File: src/logic/pltm_pkg.sv
// shared constants and types for the panel lamp and switch test multiplexer
package pltm_pkg;

  // ==========================================================================
  // panel geometry
  localparam int LAMPS_PER_GROUP = 16;
  localparam int NUM_GROUPS      = 13;
  localparam int SW_W            = 16;
  localparam int CODE_W          = 6;

  // ==========================================================================
  // lamp groups used while the switches are looped back, and the signal group used in normal mode
  localparam int GRP_BIST_A = 1;
  localparam int GRP_BIST_B = 9;
  localparam int GRP_UP_A   = 2;
  localparam int GRP_UP_B   = 10;
  localparam int GRP_MOM_A  = 3;
  localparam int GRP_MOM_B  = 11;
  localparam int GRP_DN_A   = 4;
  localparam int GRP_DN_B   = 12;
  localparam int GRP_CODE   = 5;
  localparam int CODE_LO    = 0;
  localparam int CODE_HI    = 8;
  localparam int SIG_GROUP  = 0;

  // ==========================================================================
  // panel mode selector positions
  typedef enum logic [1:0] {
    PLTM_NORMAL = 2'b00,
    PLTM_LAMP   = 2'b01,
    PLTM_SWTEST = 2'b10
  } pltm_mode_t;

  // ==========================================================================
  // register map, byte addresses
  localparam int          ADDR_W       = 8;
  localparam logic [7:0]  OFS_MODE     = 8'h00;
  localparam logic [7:0]  OFS_SIG_POL  = 8'h04;
  localparam logic [7:0]  OFS_SW_BIST  = 8'h08;
  localparam logic [7:0]  OFS_SEL_CODE = 8'h0C;
  localparam logic [15:0] SIG_POL_RST  = 16'h0000;
  localparam logic [1:0]  RESP_OKAY    = 2'b00;
  localparam logic [1:0]  RESP_SLVERR  = 2'b10;

endpackage : pltm_pkg

File: src/logic/pltm_lamp_if.sv
// carrier between the top and the lamp multiplexer
`timescale 1ns/1ps
interface pltm_lamp_if;
  import pltm_pkg::*;
  pltm_mode_t                 mode;
  logic [SW_W-1:0]            bist;
  logic [SW_W-1:0]            mom;
  logic [SW_W-1:0]            sel_up;
  logic [SW_W-1:0]            sel_dn;
  logic [15:0]                sig_pol;
  logic [LAMPS_PER_GROUP-1:0] disp  [NUM_GROUPS];
  logic [LAMPS_PER_GROUP-1:0] lamps [NUM_GROUPS];
  logic [SW_W-1:0]            host_sw;
  logic [CODE_W-1:0]          code;

  modport src (output mode, bist, mom, sel_up, sel_dn, sig_pol, disp,
               input  lamps, host_sw, code);
  modport mux (input  mode, bist, mom, sel_up, sel_dn, sig_pol, disp,
               output lamps, host_sw, code);
endinterface : pltm_lamp_if

File: src/logic/pltm_lamp_mux.sv
// combinational mode multiplexer for panel lamps and the host switch path
`timescale 1ns/1ps
module pltm_lamp_mux (
  pltm_lamp_if.mux l
);
  import pltm_pkg::*;

  logic [LAMPS_PER_GROUP-1:0] swt [NUM_GROUPS];
  logic [CODE_W-1:0]          code_d;

  // ==========================================================================
  // select switch encoder: lowest held switch wins, centre gives zero
  always_comb begin
    code_d = '0;
    for (int i = SW_W - 1; i >= 0; i--) begin
      if (l.sel_dn[i]) begin
        code_d = CODE_W'(2 * i + 2);
      end
      if (l.sel_up[i]) begin
        code_d = CODE_W'(2 * i + 1);
      end
    end
  end
  assign l.code = code_d;

  // ==========================================================================
  // loop-back pattern
  always_comb begin
    for (int g = 0; g < NUM_GROUPS; g++) begin
      swt[g] = '0;
    end
    swt[GRP_BIST_A] = l.bist;
    swt[GRP_BIST_B] = l.bist;
    swt[GRP_MOM_A]  = ~l.mom;
    swt[GRP_MOM_B]  = ~l.mom;
    swt[GRP_UP_A]   = l.sel_up;
    swt[GRP_UP_B]   = l.sel_up;
    swt[GRP_DN_A]   = l.sel_dn;
    swt[GRP_DN_B]   = l.sel_dn;
    swt[GRP_CODE]   = '0;
    swt[GRP_CODE][CODE_LO +: CODE_W] = code_d;
    swt[GRP_CODE][CODE_HI +: CODE_W] = code_d;
  end

  // ==========================================================================
  // per group mode selection, lamp test first
  for (genvar g = 0; g < NUM_GROUPS; g++) begin : g_grp
    wire [LAMPS_PER_GROUP-1:0] norm_w = (g == SIG_GROUP) ? (l.disp[g] ^ l.sig_pol)
                                                         : l.disp[g];
    assign l.lamps[g] = (l.mode == PLTM_LAMP)   ? '1 :
                        (l.mode == PLTM_NORMAL) ? norm_w :
                                                  swt[g];
  end

  // switch data to the host is cut off outside normal and lamp test
  assign l.host_sw = (l.mode == PLTM_NORMAL || l.mode == PLTM_LAMP) ? l.bist : '0;

endmodule : pltm_lamp_mux

File: src/logic/pltm_top.sv
// panel lamp and switch test multiplexer with an AXI4-Lite register slave
//
// Added by the designer: the AXI4-Lite register port and the placing of the registers.
`timescale 1ns/1ps
module pltm_top (
  input  wire logic                                         aclk,
  input  wire logic                                         aresetn,
  input  wire logic [pltm_pkg::ADDR_W-1:0]                  s_axi_awaddr,
  input  wire logic                                         s_axi_awvalid,
  output logic                                              s_axi_awready,
  input  wire logic [31:0]                                  s_axi_wdata,
  input  wire logic [3:0]                                   s_axi_wstrb,
  input  wire logic                                         s_axi_wvalid,
  output logic                                              s_axi_wready,
  output logic [1:0]                                        s_axi_bresp,
  output logic                                              s_axi_bvalid,
  input  wire logic                                         s_axi_bready,
  input  wire logic [pltm_pkg::ADDR_W-1:0]                  s_axi_araddr,
  input  wire logic                                         s_axi_arvalid,
  output logic                                              s_axi_arready,
  output logic [31:0]                                       s_axi_rdata,
  output logic [1:0]                                        s_axi_rresp,
  output logic                                              s_axi_rvalid,
  input  wire logic                                         s_axi_rready,
  input  wire logic [1:0]                                   panel_mode_selector,
  input  wire logic [pltm_pkg::SW_W-1:0]                    panel_bistable_sw,
  input  wire logic [pltm_pkg::SW_W-1:0]                    panel_spring_sw,
  input  wire logic [pltm_pkg::SW_W-1:0]                    panel_select_up,
  input  wire logic [pltm_pkg::SW_W-1:0]                    panel_select_down,
  input  wire logic [pltm_pkg::NUM_GROUPS*pltm_pkg::LAMPS_PER_GROUP-1:0] host_display,
  output logic [pltm_pkg::NUM_GROUPS*pltm_pkg::LAMPS_PER_GROUP-1:0]      panel_lamps,
  output logic [pltm_pkg::SW_W-1:0]                         host_switches
);
  import pltm_pkg::*;

  localparam int LG = LAMPS_PER_GROUP;
  localparam int PW = 2 + 4 * SW_W;

  // ==========================================================================
  // panel pin synchronisers
  logic [PW-1:0] pin_m_q;
  logic [PW-1:0] pin_s_q;
  wire  [PW-1:0] pin_raw = {panel_mode_selector, panel_bistable_sw, panel_spring_sw,
                            panel_select_up, panel_select_down};

  always_ff @(posedge aclk) begin
    if (!aresetn) begin
      pin_m_q <= '0;
      pin_s_q <= '0;
    end else begin
      pin_m_q <= pin_raw;
      pin_s_q <= pin_m_q;
    end
  end

  wire [1:0]      mode_raw = pin_s_q[PW-1 -: 2];
  wire [SW_W-1:0] bist_s   = pin_s_q[4*SW_W-1 -: SW_W];
  wire [SW_W-1:0] mom_s    = pin_s_q[3*SW_W-1 -: SW_W];
  wire [SW_W-1:0] up_s     = pin_s_q[2*SW_W-1 -: SW_W];
  wire [SW_W-1:0] dn_s     = pin_s_q[SW_W-1:0];
  // the unused fourth selector code is treated as switch test, the safe position
  wire pltm_mode_t mode_w  = (mode_raw == PLTM_NORMAL) ? PLTM_NORMAL :
                             (mode_raw == PLTM_LAMP)   ? PLTM_LAMP : PLTM_SWTEST;

  // ==========================================================================
  // multiplexer
  logic [15:0] sig_pol_q;
  pltm_lamp_if lif ();

  assign lif.mode    = mode_w;
  assign lif.bist    = bist_s;
  assign lif.mom     = mom_s;
  assign lif.sel_up  = up_s;
  assign lif.sel_dn  = dn_s;
  assign lif.sig_pol = sig_pol_q;
  for (genvar g = 0; g < NUM_GROUPS; g++) begin : g_map
    assign lif.disp[g] = host_display[g*LG +: LG];
  end

  pltm_lamp_mux u_mux (
    .l (lif.mux)
  );

  logic [NUM_GROUPS*LG-1:0] lamps_d;
  for (genvar g = 0; g < NUM_GROUPS; g++) begin : g_out
    assign lamps_d[g*LG +: LG] = lif.lamps[g];
  end

  always_ff @(posedge aclk) begin
    if (!aresetn) begin
      panel_lamps   <= '0;
      host_switches <= '0;
    end else begin
      panel_lamps   <= lamps_d;
      host_switches <= lif.host_sw;
    end
  end

  // ==========================================================================
  // AXI4-Lite write channel
  logic                aw_hold_q;
  logic                w_hold_q;
  logic [ADDR_W-1:0]   awaddr_q;
  logic [31:0]         wdata_q;
  logic [3:0]          wstrb_q;

  assign s_axi_awready = !aw_hold_q && !s_axi_bvalid;
  assign s_axi_wready  = !w_hold_q && !s_axi_bvalid;
  wire   aw_fire  = s_axi_awvalid && s_axi_awready;
  wire   w_fire   = s_axi_wvalid && s_axi_wready;
  wire   aw_have  = aw_hold_q || aw_fire;
  wire   w_have   = w_hold_q || w_fire;
  wire   wr_go    = aw_have && w_have;
  wire [ADDR_W-1:0] wa  = aw_hold_q ? awaddr_q : s_axi_awaddr;
  wire [31:0]       wd  = w_hold_q ? wdata_q : s_axi_wdata;
  wire [3:0]        ws  = w_hold_q ? wstrb_q : s_axi_wstrb;
  wire   wr_pol   = wr_go && (wa == OFS_SIG_POL);
  wire [15:0] pol_d = {ws[1] ? wd[15:8] : sig_pol_q[15:8], ws[0] ? wd[7:0] : sig_pol_q[7:0]};

  always_ff @(posedge aclk) begin
    if (!aresetn) begin
      aw_hold_q    <= 1'b0;
      w_hold_q     <= 1'b0;
      awaddr_q     <= '0;
      wdata_q      <= '0;
      wstrb_q      <= '0;
      sig_pol_q    <= SIG_POL_RST;
      s_axi_bvalid <= 1'b0;
      s_axi_bresp  <= RESP_OKAY;
    end else begin
      if (aw_fire) awaddr_q <= s_axi_awaddr;
      if (w_fire) begin
        wdata_q <= s_axi_wdata;
        wstrb_q <= s_axi_wstrb;
      end
      aw_hold_q <= wr_go ? 1'b0 : aw_have;
      w_hold_q  <= wr_go ? 1'b0 : w_have;
      if (wr_pol) sig_pol_q <= pol_d;
      if (wr_go) begin
        s_axi_bvalid <= 1'b1;
        s_axi_bresp  <= (wa == OFS_SIG_POL) ? RESP_OKAY : RESP_SLVERR;
      end else if (s_axi_bready) begin
        s_axi_bvalid <= 1'b0;
      end
    end
  end

  // ==========================================================================
  // AXI4-Lite read channel
  assign s_axi_arready = !s_axi_rvalid;
  wire   ar_fire = s_axi_arvalid && s_axi_arready;
  wire   rd_hit  = (s_axi_araddr == OFS_MODE) || (s_axi_araddr == OFS_SIG_POL) ||
                   (s_axi_araddr == OFS_SW_BIST) || (s_axi_araddr == OFS_SEL_CODE);
  wire [31:0] rd_val = (s_axi_araddr == OFS_MODE)     ? {30'h0000_0000, mode_w} :
                       (s_axi_araddr == OFS_SIG_POL)  ? {16'h0000, sig_pol_q} :
                       (s_axi_araddr == OFS_SW_BIST)  ? {16'h0000, bist_s} :
                       (s_axi_araddr == OFS_SEL_CODE) ? {26'h000_0000, lif.code} :
                                                        32'h0000_0000;

  always_ff @(posedge aclk) begin
    if (!aresetn) begin
      s_axi_rvalid <= 1'b0;
      s_axi_rdata  <= '0;
      s_axi_rresp  <= RESP_OKAY;
    end else if (ar_fire) begin
      s_axi_rvalid <= 1'b1;
      s_axi_rdata  <= rd_val;
      s_axi_rresp  <= rd_hit ? RESP_OKAY : RESP_SLVERR;
    end else if (s_axi_rready) begin
      s_axi_rvalid <= 1'b0;
    end
  end

  // mode seen one edge earlier, the mode that the registered outputs show now
  pltm_mode_t mode_prev_q;

  always_ff @(posedge aclk) begin
    if (!aresetn) begin
      mode_prev_q <= PLTM_NORMAL;
    end else begin
      mode_prev_q <= mode_w;
    end
  end

  wire sw_was = (mode_prev_q == PLTM_SWTEST);
  wire nm_was = (mode_prev_q == PLTM_NORMAL);
endmodule : pltm_top

File: config.mk
export PLATFORM = sky130hd
export DESIGN_NAME = pltm_top
export DESIGN_NICKNAME = d
export VERILOG_FILES = /design/src/logic/pltm_pkg.sv /design/src/logic/pltm_lamp_if.sv /design/src/logic/pltm_lamp_mux.sv /design/src/logic/pltm_top.sv
export SDC_FILE = /design/constraint.sdc
export NUM_CORES = 1
export LEC_CHECK = 0
export ABC_AREA = 1
export BUFFER_PORTS_ARGS = -buffer_cell sky130_fd_sc_hd__buf_2
export CAP_MARGIN = 20
export CORE_AREA = 8 8 227 229
export CTS_CLUSTER_SIZE = 16
export DETAILED_ROUTE_END_ITERATION = 6
export DIE_AREA = 0 0 235 237
export SLEW_MARGIN = 25
export SYNTH_ARGS = -nofsm -noshare
export SYNTH_HDL_FRONTEND = slang
export SYNTH_SLANG_ARGS = --single-unit
File: constraint.sdc
create_clock -name aclk -period 5.2 [get_ports aclk]
set_input_delay 0.78 -clock aclk [delete_from_list [all_inputs] [get_ports aclk]]
set_output_delay 0.78 -clock aclk [all_outputs]
set_load 0.01 [all_outputs]
==> impl_metrics.csv <==
group,metric,value,unit
worst_setup_path,critPathLaunchType,"flop",
clock_tree,cts_hold_buffers,0,
worst_setup_path,crit_arrival,3.29,ns
grt,grt_util_met3,7.00,%
worst_setup_path,cp.required,5.62,ns
route,routed_wirelength,49600,µm
clock_tree,clk_path_buf_depth,3,
sta,fin_crit_sh,55.2,%
status,outcome,"completed",
synthesis,syn-cell-area,14100,µm²
grt,grt_pass1_wl,74500,µm
sta,fmax,349,MHz
synthesis,ys_seq_elements,420,
grt,busiest_layer,"met2",
route,drt_iter0_markers,526,
sta,relSlewSlack,37.9,%
clock_tree,clk_latency,0.57,ns
clock_tree,postCtsSetupBuffers,0,
floorplan,io-pin-count,598,
layout,fillers,4954,
floorplan,core,48100,µm²
route,drc,0,
route,post_drt_wl_per_cell,17.0,µm
synthesis,synth_ff_type,"dfxtp_1",
floorplan,die-width,235,µm
floorplan,die_area,55700,µm²
synthesis,netlist_instances,1731,
grt,antenna_found_initial,8,
sta,slew_violations,0,
power,ir_drop,0.000213,V
layout,finalNonFillerCells,2921,
layout,drive_above_1_share,28.9,%
worst_setup_path,worstPathMaxFanout,38,
synthesis,seq_area_frac_synth,59.6,%
synthesis,synthArstFlopShare,0,%
clock_tree,cts-buffers-inserted,45,
worst_setup_path,path_class,"flop to flop",
hold_path,hold_class,"input port to flop",
placement,hpwl,38700,µm
grt,grt-ovfl-total,0,
power,p_leak,10.5,nW
placement,place_inst,2836,
clock_tree,cts.repair.resized,0,
sta,fin_crit,2.87,ns
synthesis,synth-edff-count,0,
grt,grt_start_max_net_pins,91,
grt,met1_usage,18.4,%
sta,final.setup.tns,0,ns
clock_tree,cts_num_sinks,420,
layout,syn2layout_area_growth,33.7,%
sta,finClkSkew,0.0298,ns
sta,tightest_slew,0.930,ns
route,drt_pass1_iterations,4,
layout,final_common_cell,"buf_2",
route,vias_per_cell,4.26,
floorplan,die_h,237,µm
floorplan,rows,81,
grt,globalRouteTotalUtil,17.0,%
clock_tree,cts_tree,"yes",
placement,gp_congestion,0.862,
clock_tree,cts_root_buffer,"clkbuf_16",
synthesis,synth_warnings,0,
placement,post-place-ws,2.18,ns
worst_setup_path,end_kind,"flop",
floorplan,initial_core_util,29.3,%
layout,final_cell_mix,"560 x buf_2, 418 x dfxtp_1, 326 x inv_1",
route,ant_nets,0,
route,num_vias,12400,
layout,nNetsFinal,2594,
sta,rsz0062_at_grt,"false",
grt,use_met2,30.4,%
sta,hold_violations,0,
run,cap_violations,0,
synthesis,avgSynthCellArea,8.15,µm²
power,p_per_area,394,nW/µm²
placement,port_buffers,561,
sta,setup_viol,0,
clock_tree,cts.clk_slew.worst_paths,0.06,ns
sta,setup_slack,2.33,ns
synthesis,synth.distinct_cells,28,
grt,grt_pass1_vias,12700,
clock_tree,h-tree-depth,2,
path summary, 6_finish.rpt:
kind / start / endpoint / slack [ns] / cells after the start
max: w_hold_q$_SDFF_PP0_ / lif.sig_pol[8]$_SDFFE_PN0P_ / 2.33 / 9
min: panel_select_down[3] / pin_m_q[3]$_SDFF_PN0_ / 0.39 / 3
max reg2reg: w_hold_q$_SDFF_PP0_ / lif.sig_pol[8]$_SDFFE_PN0P_ / 2.33 / 9
min reg2reg: pin_m_q[16]$_SDFF_PN0_ / pin_s_q[16]$_SDFF_PN0_ / 0.40 / 2
Yosys cell counts (3+ instances only):
master	instances	area share, %
o22ai_1	10	0.44
inv_1	328	8.7
o221ai_1	3	0.19
a21oi_1	89	3.2
o21ai_1	12	0.43
o21ai_0	126	4.5
nand3_1	10	0.35
clkbuf_1	82	2.2
nor2_1	260	6.9
a31oi_1	3	0.13
nand2_1	258	6.9
nor3_1	7	0.25
o211ai_1	22	1.2
a211oi_1	30	1.6
xor2_1	16	0.99
inv_2	17	0.45
bufinv_8	3	0.37
buf_4	18	0.96
dfxtp_1	420	60
nor4_1	7	0.31
layout make-up:
class                      instances  area, µm²  share of cell area (%)
clock inverter                    16        194                    1.03
inverter                         350       1360                    7.20
multi-input combinational        875       3960                    21.0
clock buffer                      64       1270                    6.72
antenna                            5       12.5                  0.0663
tap                              622        778                    4.12
sequential                       420       8410                    44.6
timing repair buffer             569       2890                    15.3
registers in the layout (all words and copies together), names as in the netlist:
register / cells
panel_lamps: 208
pin_m_q: 66
pin_s_q: 66
host_switches: 16
lif.sig_pol: 16
s_axi_rdata: 16
wdata_q: 16
awaddr_q: 8
wstrb_q: 2
aw_hold_q: 1
s_axi_bresp: 1
s_axi_bvalid: 1
s_axi_rresp: 1
s_axi_rvalid: 1
w_hold_q: 1
per-layer routing:
metal,vias up,share of wire [%]
met5,-,0.046
li1,6257,-
met2,434,50
met1,5676,39
met3,66,9.0
met4,4,2.2
power breakdown:
part | internal (W) | switching [W]
Combinational | 0.000297 | 0.000494
Sequential | 0.00342 | 0.0000671
Clock | 0.00186 | 0.00131
logic make-up after synthesis:
kind of cell	synth area share, %
other	0.0266
AND/OR/NAND/NOR	14.9
flip-flops	59.6
buffers and inverters	12.8
AO/OA/AOI/OAI	11.7
XOR/XNOR	0.993
metrics by stage:
stage,utilization (%),hold WS (ns),power (W),area [µm²]
after floorplan,-,0.390,0.00397,14200
after global placement,36.1,0.394,0.00435,17400
after detailed placement,36.1,0.397,0.00437,17400
after CTS,39.2,0.339,0.00757,18900
after global routing,39.2,0.352,0.00780,18900
final,39.2,0.389,0.00744,18900
critical path: stages, from the launching register on:
cell      delay [ns]
dfxtp_1         0.30
buf_4           0.24
nor2_1          0.15
nand2_1         0.08
inv_2           0.43
nor2_1          0.16
a21oi_1         0.44
nand2_1         0.50
a211oi_1        0.34
a211oi_1        0.07
(Power assumes the default switching activity.)
